--- src/core/sil_map.svh ---
// status indicator block: register offsets, field positions, reset values, timing
// assumes byte addresses on an 8-bit register port with one 32-bit word per register
`ifndef SIL_MAP_SVH
`define SIL_MAP_SVH

// ********************
// register offsets
// ********************
`define SIL_OFF_CTRL 8'h00
`define SIL_OFF_SWVAL 8'h04
`define SIL_OFF_STATUS 8'h08
`define SIL_OFF_PDIR 8'h0c
`define SIL_OFF_PFSEL 8'h10
`define SIL_OFF_PBUF 8'h14
`define SIL_OFF_PDATA 8'h18
`define SIL_OFF_CNT_RX1 8'h20
`define SIL_OFF_CNT_ERR1 8'h24
`define SIL_OFF_CNT_RX2 8'h28
`define SIL_OFF_CNT_ERR2 8'h2c

// ********************
// field positions
// ********************
`define SIL_CTRL_SEL_LSB 0
`define SIL_CTRL_EN_LSB 8
`define SIL_CTRL_BYP_CLR 16
`define SIL_SW_ON_LSB 0
`define SIL_SW_U1_LSB 8
`define SIL_SW_U2_LSB 10
`define SIL_SPARE_BIT 7

// ********************
// reset values
// ********************
`define SIL_RST_CTRL 32'h00007f00
`define SIL_RST_SWVAL 32'h00000000
`define SIL_RST_PDIR 8'hff
`define SIL_RST_PFSEL 8'h00
`define SIL_RST_PBUF 32'h00009000
`define SIL_RST_PDATA 8'hff

// ********************
// timing
// ********************
`define SIL_CLK_MHZ 50
`define SIL_BLINK_HALF_MS 250

`endif

--- src/core/sil_pkg.sv ---
// status indicator block: shared types
// assumes sil_map.svh holds every number
package sil_pkg;

   // user indicator drive mode
   typedef enum logic [1:0] {SIL_UM_OFF, SIL_UM_ON, SIL_UM_BLINK} sil_umode_e;

   // indicator select and enable index
   typedef enum logic [2:0] {
      SIL_IX_RUN, SIL_IX_DLINK, SIL_IX_ERR, SIL_IX_LER1, SIL_IX_LER2, SIL_IX_U1, SIL_IX_U2
   } sil_index_e;

endpackage : sil_pkg

--- src/core/sil_sync.sv ---
// status indicator block: two-flop synchroniser for pin inputs
// assumes inputs are asynchronous to ref_clk
`timescale 1ns/100ps
`default_nettype none

module sil_sync #(
   parameter int WIDTH = 2,
   parameter logic [WIDTH-1:0] INIT = '1
) (
   input wire logic ref_clk,
   input wire logic resetn,
   input wire logic [WIDTH-1:0] async_in,
   output logic [WIDTH-1:0] sync_out
);

   typedef struct packed {
      logic [WIDTH-1:0] meta;
      logic [WIDTH-1:0] stable;
   } sil_sync_s;

   sil_sync_s state_reg;
   sil_sync_s state_next;

   always_comb begin
      state_next.meta = async_in;
      state_next.stable = state_reg.meta;
   end

   always_ff @(posedge ref_clk) begin
      if (!resetn) begin
         state_reg <= {INIT, INIT};
      end else begin
         state_reg <= state_next;
      end
   end

   assign sync_out = state_reg.stable;

endmodule : sil_sync

`default_nettype wire

--- src/core/sil_blink.sv ---
// status indicator block: free-running blink level generator
// assumes a single clock; half period set by parameter
`timescale 1ns/100ps
`default_nettype none

module sil_blink #(
   parameter int HALF_CYCLES = 12500000
) (
   input wire logic ref_clk,
   input wire logic resetn,
   output logic blink
);

   typedef struct packed {
      logic [31:0] count;
      logic level;
   } sil_blink_s;

   sil_blink_s state_reg;
   sil_blink_s state_next;

   always_comb begin
      state_next = state_reg;
      if (state_reg.count >= 32'(HALF_CYCLES - 1)) begin
         state_next.count = 32'h0;
         state_next.level = ~state_reg.level;
      end else begin
         state_next.count = state_reg.count + 32'h1;
      end
   end

   always_ff @(posedge ref_clk) begin
      if (!resetn) begin
         state_reg <= '0;
      end else begin
         state_reg <= state_next;
      end
   end

   assign blink = state_reg.level;

endmodule : sil_blink

`default_nettype wire

--- src/core/sil_indicator.sv ---
// status indicator block: top level, drives all own-station and port indicators
// assumes status inputs come from logic on ref_clk, pins pass sil_sync first
//
// Behaviour
// - Operating indicator lit while running, dark after hardware failure or watchdog error.
// - Receive indicator lit while frames are received, dark otherwise.
// - Send indicator lit while frames are sent, dark otherwise.
// - Cyclic indicator steady when cyclic runs, blinks when link up only, off disconnected.
// - Station fault indicator lit on own station error, off in normal operation.
// - Port line fault lit on abnormal data or loopback; linkup lit when link up.
// - Power-on reset: all off; system reset: all off except receive and send.
// - On watchdog or own error: fault on unless system reset; operating, cyclic, user, line fault off.
// - In bypass mode the per-port linkup indicators are turned on, except during system reset.
// - Hardware-controlled indicators follow station status without software action.
// - Operating, cyclic, fault, line fault selectable hw or sw; user software only; others hardware only.
// - Spare bit floats high in reset and drives high during standby after.
// - Software can enable or disable each of seven indicator functions.
// - System reset, watchdog or own error puts the station into bypass mode.
// - Received and error frames counted per port, readable by software.
`timescale 1ns/100ps
`default_nettype none
`include "sil_map.svh"

module sil_indicator #(
   parameter int CNT_W = 16,
   parameter int BLINK_HALF_CYCLES = `SIL_BLINK_HALF_MS * 1000 * `SIL_CLK_MHZ
) (
   input wire logic ref_clk,
   input wire logic resetn,
   // register port
   input wire logic [7:0] reg_addr,
   input wire logic [31:0] reg_wdata,
   input wire logic reg_wr,
   input wire logic reg_rd,
   output logic [31:0] reg_rdata,
   // own-station status
   input wire logic system_reset,
   input wire logic hw_failure,
   input wire logic int_watchdog_error,
   input wire logic own_station_error,
   input wire logic rx_active,
   input wire logic tx_active,
   input wire logic cyclic_running,
   input wire logic link_up_p1,
   input wire logic link_up_p2,
   input wire logic rx_abnormal_p1,
   input wire logic rx_abnormal_p2,
   input wire logic loopback_p1,
   input wire logic loopback_p2,
   input wire logic rx_frame_p1,
   input wire logic rx_err_frame_p1,
   input wire logic rx_frame_p2,
   input wire logic rx_err_frame_p2,
   // pins
   input wire logic external_watchdog_fault_n,
   input wire logic spare_port_bit_i,
   output logic spare_port_bit_o,
   output logic spare_port_bit_oe,
   // indicators
   output logic operating_indicator_n,
   output logic receive_indicator_n,
   output logic send_indicator_n,
   output logic cyclic_exchange_indicator_n,
   output logic station_fault_indicator_n,
   output logic custom_indicator_1_n,
   output logic custom_indicator_2_n,
   output logic port1_connected_out,
   output logic port2_connected_out,
   output logic port1_line_fault_n,
   output logic port2_line_fault_n,
   output logic bypass_mode
);
   import sil_pkg::*;

   // ********************
   // state
   // ********************
   typedef struct packed {
      logic [31:0] ctrl;
      logic [31:0] swval;
      logic [7:0] pdir;
      logic [7:0] pfsel;
      logic [31:0] pbuf;
      logic [7:0] pdata;
      logic standby;
      logic bypass;
      logic [CNT_W-1:0] cnt_rx1;
      logic [CNT_W-1:0] cnt_err1;
      logic [CNT_W-1:0] cnt_rx2;
      logic [CNT_W-1:0] cnt_err2;
      logic [31:0] rdata;
      logic run_n;
      logic rx_n;
      logic tx_n;
      logic dlink_n;
      logic err_n;
      logic u1_n;
      logic u2_n;
      logic link1_n;
      logic link2_n;
      logic ler1_n;
      logic ler2_n;
      logic spare_o;
      logic spare_oe;
   } sil_state_s;

   sil_state_s state_reg;
   sil_state_s state_next;

   logic [1:0] pin_sync;
   logic blink;
   logic ext_wdt;
   logic wdt_or_own;
   logic [6:0] sel;
   logic [6:0] en;
   logic [6:0] swon;
   logic run_lit;
   logic dlink_lit;
   logic err_lit;
   logic ler1_lit;
   logic ler2_lit;
   logic u1_lit;
   logic u2_lit;
   logic link1_lit;
   logic link2_lit;

   // ********************
   // helpers
   // ********************
   function automatic logic [CNT_W-1:0] sat_inc(input logic [CNT_W-1:0] v, input logic ev);
      sat_inc = (ev && (v != {CNT_W{1'b1}})) ? v + CNT_W'(1) : v;
   endfunction : sat_inc

   function automatic logic user_lit(input logic [1:0] mode, input logic blk);
      sil_umode_e m;
      m = sil_umode_e'(mode);
      case (m)
         SIL_UM_ON: user_lit = 1'b1;
         SIL_UM_BLINK: user_lit = blk;
         default: user_lit = 1'b0;
      endcase
   endfunction : user_lit

   function automatic logic [31:0] widen(input logic [CNT_W-1:0] v);
      widen = 32'(v);
   endfunction : widen

   // ********************
   // submodules
   // ********************
   sil_sync #(
      .WIDTH(2),
      .INIT(2'h3)
   ) u_sync (
      .ref_clk(ref_clk),
      .resetn(resetn),
      .async_in({spare_port_bit_i, external_watchdog_fault_n}),
      .sync_out(pin_sync)
   );

   sil_blink #(
      .HALF_CYCLES(BLINK_HALF_CYCLES)
   ) u_blink (
      .ref_clk(ref_clk),
      .resetn(resetn),
      .blink(blink)
   );

   // ********************
   // indicator logic
   // ********************
   assign ext_wdt = ~pin_sync[0];
   assign wdt_or_own = int_watchdog_error | ext_wdt | own_station_error;
   assign sel = state_reg.ctrl[`SIL_CTRL_SEL_LSB +: 7];
   assign en = state_reg.ctrl[`SIL_CTRL_EN_LSB +: 7];
   assign swon = state_reg.swval[`SIL_SW_ON_LSB +: 7];

   always_comb begin
      // hardware or software source per indicator
      run_lit = sel[SIL_IX_RUN] ? swon[SIL_IX_RUN] : ~hw_failure;
      dlink_lit = sel[SIL_IX_DLINK] ? swon[SIL_IX_DLINK] :
         (cyclic_running | ((link_up_p1 | link_up_p2) & blink));
      err_lit = sel[SIL_IX_ERR] ? swon[SIL_IX_ERR] : own_station_error;
      ler1_lit = sel[SIL_IX_LER1] ? swon[SIL_IX_LER1] : (rx_abnormal_p1 | loopback_p1);
      ler2_lit = sel[SIL_IX_LER2] ? swon[SIL_IX_LER2] : (rx_abnormal_p2 | loopback_p2);
      u1_lit = user_lit(state_reg.swval[`SIL_SW_U1_LSB +: 2], blink);
      u2_lit = user_lit(state_reg.swval[`SIL_SW_U2_LSB +: 2], blink);
      link1_lit = link_up_p1;
      link2_lit = link_up_p2;
      // software enable of each function
      run_lit = run_lit & en[SIL_IX_RUN];
      dlink_lit = dlink_lit & en[SIL_IX_DLINK];
      err_lit = err_lit & en[SIL_IX_ERR];
      ler1_lit = ler1_lit & en[SIL_IX_LER1];
      ler2_lit = ler2_lit & en[SIL_IX_LER2];
      u1_lit = u1_lit & en[SIL_IX_U1];
      u2_lit = u2_lit & en[SIL_IX_U2];
      // forced states on errors
      if (hw_failure | int_watchdog_error | ext_wdt) begin
         run_lit = 1'b0;
      end
      if (wdt_or_own) begin
         err_lit = 1'b1;
         run_lit = 1'b0;
         dlink_lit = 1'b0;
         u1_lit = 1'b0;
         u2_lit = 1'b0;
         ler1_lit = 1'b0;
         ler2_lit = 1'b0;
      end
      if (state_reg.bypass) begin
         link1_lit = 1'b1;
         link2_lit = 1'b1;
      end
      // system reset forces all off except receive and send
      if (system_reset) begin
         run_lit = 1'b0;
         dlink_lit = 1'b0;
         err_lit = 1'b0;
         u1_lit = 1'b0;
         u2_lit = 1'b0;
         ler1_lit = 1'b0;
         ler2_lit = 1'b0;
         link1_lit = 1'b0;
         link2_lit = 1'b0;
      end
   end

   // ********************
   // next state
   // ********************
   always_comb begin
      state_next = state_reg;
      state_next.rdata = 32'h0;

      // register writes
      if (reg_wr) begin
         unique case (reg_addr)
            `SIL_OFF_CTRL: begin
               state_next.ctrl = {16'h0, reg_wdata[15:0]};
            end
            `SIL_OFF_SWVAL: begin
               state_next.swval = reg_wdata;
            end
            `SIL_OFF_PDIR: begin
               state_next.pdir = reg_wdata[7:0];
               state_next.standby = 1'b0;
            end
            `SIL_OFF_PFSEL: begin
               state_next.pfsel = reg_wdata[7:0];
            end
            `SIL_OFF_PBUF: begin
               state_next.pbuf = reg_wdata;
            end
            `SIL_OFF_PDATA: begin
               state_next.pdata = reg_wdata[7:0];
            end
            default: begin
            end
         endcase
      end

      // bypass: clear by software, cause sets and wins
      if (reg_wr && (reg_addr == `SIL_OFF_CTRL) && reg_wdata[`SIL_CTRL_BYP_CLR]) begin
         state_next.bypass = 1'b0;
      end
      if (system_reset | wdt_or_own) begin
         state_next.bypass = 1'b1;
      end

      // frame counters per port
      state_next.cnt_rx1 = sat_inc(state_reg.cnt_rx1, rx_frame_p1);
      state_next.cnt_err1 = sat_inc(state_reg.cnt_err1, rx_err_frame_p1);
      state_next.cnt_rx2 = sat_inc(state_reg.cnt_rx2, rx_frame_p2);
      state_next.cnt_err2 = sat_inc(state_reg.cnt_err2, rx_err_frame_p2);

      // register reads, data in the following cycle
      if (reg_rd) begin
         unique case (reg_addr)
            `SIL_OFF_CTRL: state_next.rdata = state_reg.ctrl;
            `SIL_OFF_SWVAL: state_next.rdata = state_reg.swval;
            `SIL_OFF_STATUS: state_next.rdata = {20'h0, state_reg.bypass,
               ~state_reg.ler2_n, ~state_reg.ler1_n, ~state_reg.link2_n, ~state_reg.link1_n,
               ~state_reg.u2_n, ~state_reg.u1_n, ~state_reg.err_n, ~state_reg.dlink_n,
               ~state_reg.tx_n, ~state_reg.rx_n, ~state_reg.run_n};
            `SIL_OFF_PDIR: state_next.rdata = {24'h0, state_reg.pdir};
            `SIL_OFF_PFSEL: state_next.rdata = {24'h0, state_reg.pfsel};
            `SIL_OFF_PBUF: state_next.rdata = state_reg.pbuf;
            `SIL_OFF_PDATA: state_next.rdata = {24'h0, pin_sync[1],
               state_reg.pdata[`SIL_SPARE_BIT-1:0]};
            `SIL_OFF_CNT_RX1: state_next.rdata = widen(state_reg.cnt_rx1);
            `SIL_OFF_CNT_ERR1: state_next.rdata = widen(state_reg.cnt_err1);
            `SIL_OFF_CNT_RX2: state_next.rdata = widen(state_reg.cnt_rx2);
            `SIL_OFF_CNT_ERR2: state_next.rdata = widen(state_reg.cnt_err2);
            default: state_next.rdata = 32'h0;
         endcase
      end

      // active-low indicator outputs
      state_next.run_n = ~run_lit;
      state_next.rx_n = ~rx_active;
      state_next.tx_n = ~tx_active;
      state_next.dlink_n = ~dlink_lit;
      state_next.err_n = ~err_lit;
      state_next.u1_n = ~u1_lit;
      state_next.u2_n = ~u2_lit;
      state_next.link1_n = ~link1_lit;
      state_next.link2_n = ~link2_lit;
      state_next.ler1_n = ~ler1_lit;
      state_next.ler2_n = ~ler2_lit;

      // spare port bit: high in standby, else output when direction bit is clear
      state_next.spare_oe = state_reg.standby | ~state_reg.pdir[`SIL_SPARE_BIT];
      state_next.spare_o = state_reg.standby | state_reg.pdata[`SIL_SPARE_BIT];
   end

   // ********************
   // registers
   // ********************
   always_ff @(posedge ref_clk) begin
      if (!resetn) begin
         state_reg <= '0;
         state_reg.ctrl <= `SIL_RST_CTRL;
         state_reg.swval <= `SIL_RST_SWVAL;
         state_reg.pdir <= `SIL_RST_PDIR;
         state_reg.pfsel <= `SIL_RST_PFSEL;
         state_reg.pbuf <= `SIL_RST_PBUF;
         state_reg.pdata <= `SIL_RST_PDATA;
         state_reg.standby <= 1'b1;
         state_reg.run_n <= 1'b1;
         state_reg.rx_n <= 1'b1;
         state_reg.tx_n <= 1'b1;
         state_reg.dlink_n <= 1'b1;
         state_reg.err_n <= 1'b1;
         state_reg.u1_n <= 1'b1;
         state_reg.u2_n <= 1'b1;
         state_reg.link1_n <= 1'b1;
         state_reg.link2_n <= 1'b1;
         state_reg.ler1_n <= 1'b1;
         state_reg.ler2_n <= 1'b1;
         state_reg.spare_o <= 1'b1;
         state_reg.spare_oe <= 1'b0;
      end else begin
         state_reg <= state_next;
      end
   end

   // ********************
   // outputs
   // ********************
   assign reg_rdata = state_reg.rdata;
   assign operating_indicator_n = state_reg.run_n;
   assign receive_indicator_n = state_reg.rx_n;
   assign send_indicator_n = state_reg.tx_n;
   assign cyclic_exchange_indicator_n = state_reg.dlink_n;
   assign station_fault_indicator_n = state_reg.err_n;
   assign custom_indicator_1_n = state_reg.u1_n;
   assign custom_indicator_2_n = state_reg.u2_n;
   assign port1_connected_out = state_reg.link1_n;
   assign port2_connected_out = state_reg.link2_n;
   assign port1_line_fault_n = state_reg.ler1_n;
   assign port2_line_fault_n = state_reg.ler2_n;
   assign spare_port_bit_o = state_reg.spare_o;
   assign spare_port_bit_oe = state_reg.spare_oe;
   assign bypass_mode = state_reg.bypass;

endmodule : sil_indicator

`default_nettype wire

--- config.mk ---
export PLATFORM = sky130hd
export DESIGN_NAME = sil_indicator
export DESIGN_NICKNAME = d
export VERILOG_FILES = /design/src/core/sil_pkg.sv /design/src/core/sil_sync.sv /design/src/core/sil_blink.sv /design/src/core/sil_indicator.sv
export VERILOG_INCLUDE_DIRS = /design/src /design/src/core
export SDC_FILE = /design/constraint.sdc
export NUM_CORES = 1
export LEC_CHECK = 0
export BUFFER_PORTS_ARGS = -buffer_cell sky130_fd_sc_hd__clkbuf_2
export CORE_UTILIZATION = 50
export CTS_CLUSTER_SIZE = 10
export DETAILED_ROUTE_END_ITERATION = 12
export MAX_ROUTING_LAYER = met4
export PLACE_DENSITY = 0.69
export SETUP_SLACK_MARGIN = 0.3
export SYNTH_ARGS = -nofsm -noshare
export SYNTH_HDL_FRONTEND = slang
export SYNTH_SLANG_ARGS = --single-unit
--- constraint.sdc ---
create_clock -name ref_clk -period 4.1 [get_ports ref_clk]
set_clock_uncertainty 0.2 [all_clocks]
set_input_delay 0.41 -clock ref_clk [delete_from_list [all_inputs] [get_ports ref_clk]]
set_output_delay 0.41 -clock ref_clk [all_outputs]
set_load 0.05 [all_outputs]
Word-level counts from Yosys, hierarchy flattened:

Index checks and enable logic that the tools add are counted.

* memories: 0
* bits in writable memories: 0
* memory bits (read-only): 0
* bits in registers: 252
* latch bits: 0
* input bits: 63

* divide/modulo/power cells: 0
* mux-type cells: 29
* eq/ne operators: 18
* reductions and logical operators: 16
* shift-type cells: 0
* bitwise operators: 46
* $mul: 0
* add/sub/neg operators: 5
* magnitude comparators: 1

Operator list (count)
* $pmux 32 s11: 1
* $add 16x1->16 const B: 4
* $ne 16x16->1 const B: 4
* $add 32x1->32 const B: 1
* $eq 8x6->1 const B: 4
* $ge 32x24->1 const B: 1
* $not 1->1: 27
* $mux 1: 26
* $eq 8x5->1 const B: 3
* $eq 8x4->1 const B: 2
* $reduce_and 2->1: 7
* $or 1x1->1: 11
* $and 1x1->1: 8
* $eq 8x3->1 const B: 1
* $logic_not 8->1: 1
* $logic_and 1x1->1: 6
* $eq 2x1->1 const B: 2
* $eq 2x2->1 const B: 2
* $pmux 1 s2: 2
* $reduce_bool 2->1: 1
* $reduce_or 2->1: 1

Depth between registers and ports, before layout:

* depth in word-level cells: 8
* depth in mapped cells: 8
* gate-level depth less buffers: 5

Cells and area by module:

From an unflattened synthesis, not the netlist that was laid out.

* cells, all modules: 1340
* area total of the unflattened synthesis: 11413.4 µm²

Modules (own cells, without submodules)
* sil_indicator: area each 9849.4 µm², seq. area each 4304.1 µm², instances 1, cells each 1174
* sil_blink: area each 1458.9 µm², seq. area each 660.6 µm², instances 1, cells each 158
* sil_sync: area each 105.1 µm², seq. area each 80.1 µm², instances 1, cells each 8

Least setup slack after synthesis:

OpenSTA, ideal clock, no wires.

* kind: input to register
* from: input port reg_addr[4]
* to: register state_reg, in the netlist bypass_mode
* data arrival time: 1.776 ns
* path slack: 2.004 ns
* cell stages on the path: 6
* buffers on the path: 2
* cells stage by stage: buf_2 -> nor4_2 -> and3_1 -> buf_2 -> a21boi_0 -> o31a_1

* longest elaborated chain between the ends: 4

RTL lines
* start: declaration: line sil_indicator.sv:31 `input wire logic [7:0] reg_addr,`
* $logic_not 8->1
* $logic_and 1x1->1 (2 in a row): line sil_indicator.sv:264 `` if (reg_wr && (reg_addr == `SIL_OFF_CTRL) && reg_wdata[`SIL_CTRL_BYP_CLR]) begin ``
* $reduce_bool 2->1 (no source line)
* end signal: assignment: line sil_indicator.sv:344 `state_reg <= state_next;`
* end: declaration: line sil_indicator.sv:107 `sil_state_s state_reg;`

No other way between the ends.
A chain may end at the register's enable or synchronous reset.

Final worst setup path:

* from: register u_blink.state_reg[1] (netlist name)
* to: register u_blink.state_reg[16] (netlist name)

* longest elaborated chain between the ends: 2
* elaborated cells on any way between the ends: 3

RTL lines
* start: declaration: line sil_blink.sv:19 `sil_blink_s state_reg;`
* start signal: assignment: line sil_blink.sv:36 `state_reg <= state_next;`
* $ge 32x24->1: line sil_blink.sv:24 `if (state_reg.count >= 32'(HALF_CYCLES - 1)) begin`
* $reduce_or 2->1 (no source line)

Parallel ways exist; a longest one is shown, timed or not.

==> reports/metrics.yaml <==
outcome:
  status: "complete, no violations"
setup_path:
  r2r_setup_slack_ps: 1570
  crit_path_end_kind: "flop"
  startpoint: "u_blink.state_reg[1]$_SDFF_PP0_"
  max_stage_delay_ps: 650
  critical_path.max_fanout: 14
  r2r_cells: 6
  crit_required_ps: 4290
  critPathSlowestCell: "o21ai_1"
  start_kind: "flop"
  r2r_end: "u_blink.state_reg[16]$_SDFF_PP0_"
  path_cells: "ha_1 -> and4_1 -> nor3_1 -> o21ai_1 -> buf_4 -> a221oi_1"
  crit_type: "flop to flop"
  crit_end: "u_blink.state_reg[16]$_SDFF_PP0_"
  arrival_ps: 2720
  r2r-start: "u_blink.state_reg[1]$_SDFF_PP0_"
sta:
  setup_viol: 0
  period_needed_ps: 2530
  rsz0062_at_grt: "no"
  drv_slew: 0
  tns_ps: 0
  fmax_ghz: 0.395
  tightest_slew_ps: 1220
  hold_viol: 0
  slew-limit-headroom: 0.179
  period_share: 0.618
logic_synthesis:
  synth.area.top_cells: "dfxtp_1 (43%), nand2_1 (8.8%), mux2i_1 (6.0%)"
  yosys.area.top_type: "dfxtp_1"
  yosys.area.top_type_share: 0.434
  async_flop_share: 0
  ys_warn_count: 0
  syn_inst: 1361
  ys_types: 72
  netlist_area_mm2: 0.0116
  yosysSeqAreaShare: 0.434
  synth_enable_flop_cells: 0
  syn_avg_cell_area_um2: 8.53
  synth_flop_cell: "dfxtp_1"
  synth_seq_cells: 252
floorplan:
  pin_count: 109
  initial_utilization: 0.511
  fp.dieW_um: 154
  dieArea_mm2: 0.0238
  die_h_um: 154
  row_count: 55
  core_mm2: 0.0227
cells_and_area:
  final_util: 0.584
  drive_gt1_frac: 0.129
  final_common_cell: "nand2_1"
  finalNetCount: 1522
  diodes: 0
  areaGrowthSynthToFinish_pct: 14.2
  final_cell_mix: "nand2_1 (272), dfxtp_1 (252), a21oi_1 (116), clkbuf_2 (107), mux2i_1 (70)"
  largest_reg_flops: 155
detailed_routing:
  final_antenna_net_count: 0
  vias: 10300
  remaining_drc_errors: 0
  dr.pass1.iters: 5
  drt_iter0_drc: 840
  wl_met1_um: 14300
  vias_per_cell: 5.95
  wl_met3_um: 2290
  highest_layer: "met4"
  wirelength_um: 32600
  wl_per_cell_um: 18.8
  routed-wl-met2_um: 15100
global_route:
  track_usage: 0.279
  grt_pass1_wl_um: 51600
  grt_pass1_vias: 9699
  antenna_found_initial: 1
  gr-total-overflow: 0
  grt_max_degree: 96
clock_network:
  clk_latency_ps: 560
  numClockSinks: 252
  h-tree-depth: 1
  cts_tree: "built"
  clk_pin_slew_ps: 50
  clock_path_buffers: 3
  root_buffer: "clkbuf_16"
  cts_made_buffers: 29
flow_run:
  drv_cap: 0
place:
  io_buffers: 108
  gp_congestion: 0.878
  hpwl_um: 22100
hold_path:
  hold_path.class: "primary input to flop"
power_and_ir_drop:
  p_per_area_mw_per_mm2: 375
  peakVddDrop_mv: 0.313
  leakage_uw: 0.00474
[synthesized netlist by cell type, types with 10 or more instances]
library cell	count
nand2_1	272
dfxtp_1	252
a21oi_1	116
mux2i_1	70
clkbuf_1	54
nor2_1	52
nand3_1	51
o21ai_0	38
buf_4	32
a22oi_1	28
nand2b_1	27
nand4_1	26
buf_2	25
a211oi_1	23
inv_1	22
nor3_1	20
or3_1	20
or4_1	19
and3_1	14
o31ai_1	13
nor4_1	12
a31oi_1	11
and4_1	11
a221oi_1	10
a22o_1	10
o2bb2ai_1	10
xor2_1	10
[logic make-up (layout without fill, tap and decap cells)]
group / Yosys count / after routing / synth area share
and+or+nand+nor: 564 / 564 / 0.241
AOI/OAI and AO/OA: 300 / 300 / 0.166
DFF: 252 / 252 / 0.434
buffers and inverters: 137 / 222 / 0.0574
muxes: 84 / 84 / 0.0807
xor gates and xnor gates: 14 / 14 / 0.0106
adders and majority gates: 9 / 9 / 0.00970
other: 1 / 8 / 0.000323
[layer usage]
layer | track usage | up-vias
met5 | - | -
met4 | 0.0919 | 0
met3 | 0.0406 | 64
met2 | 0.452 | 356
met1 | 0.359 | 4907
li1 | - | 5013
[worst min path at each step]
stage	slack, ps	end	startpoint	cells past startpoint
after floorplan	180	port2_line_fault_n$_SDFF_PN1_	en[4]$_SDFFE_PN1N_	1
after global placement	190	u_sync.sync_out[0]$_SDFF_PN1_	u_sync.state_next[0]$_SDFF_PN1_	1
after detailed placement	200	u_sync.sync_out[0]$_SDFF_PN1_	u_sync.state_next[0]$_SDFF_PN1_	1
after CTS	30	bypass_mode$_SDFFE_PN0P_	own_station_error	3
after global routing	50	bypass_mode$_SDFFE_PN0P_	own_station_error	3
final	50	bypass_mode$_SDFFE_PN0P_	own_station_error	3
[area by class of cell]
cell class / count / area [um^2]
Inverter: 22 / 83.8
Clock buffer: 32 / 737
Tap cell: 285 / 357
Timing Repair Buffer: 166 / 1090
Sequential cell: 252 / 5040
Multi-Input combinational cell: 979 / 5930
Clock inverter: 2 / 27.5
Fill cell: 2086 / 9450
[stage by stage]
stage	worst slack, ps	hold WS [ps]	cells	cell area, um^2	power [uW]
after detailed placement	1110	197	1661	12100	2770
after CTS	1560	32.9	1738	13300	5010
after global placement	1130	189	1661	12100	2770
after global routing	1380	46.6	1738	13300	5130
after floorplan	2000	179	1368	11600	2680
final	1570	48.1	1738	13300	4980
[what timing repair did]
action                                  CTS  global route
hold endpoints to repair                101             0
buffers inserted                          0             0
resized for setup                         0             0
endpoints found under the setup margin    0             0
hold buffers                             43             0
[worst max-delay path, delay by kind of cell (launching register included)]
family | cells | cell delay (ps)
AOI/OAI and AO/OA | 2 | 770
and+or+nand+nor | 2 | 420
DFF | 1 | 370
buffers and inverters | 1 | 350
adders and majority gates | 1 | 250
[where the power goes]
group          switching [uW]  internal [uW]
combinational             163            102
clock                     960           1250
sequential               23.1           2470
Note: power is estimated with default switching activity, not from simulation.
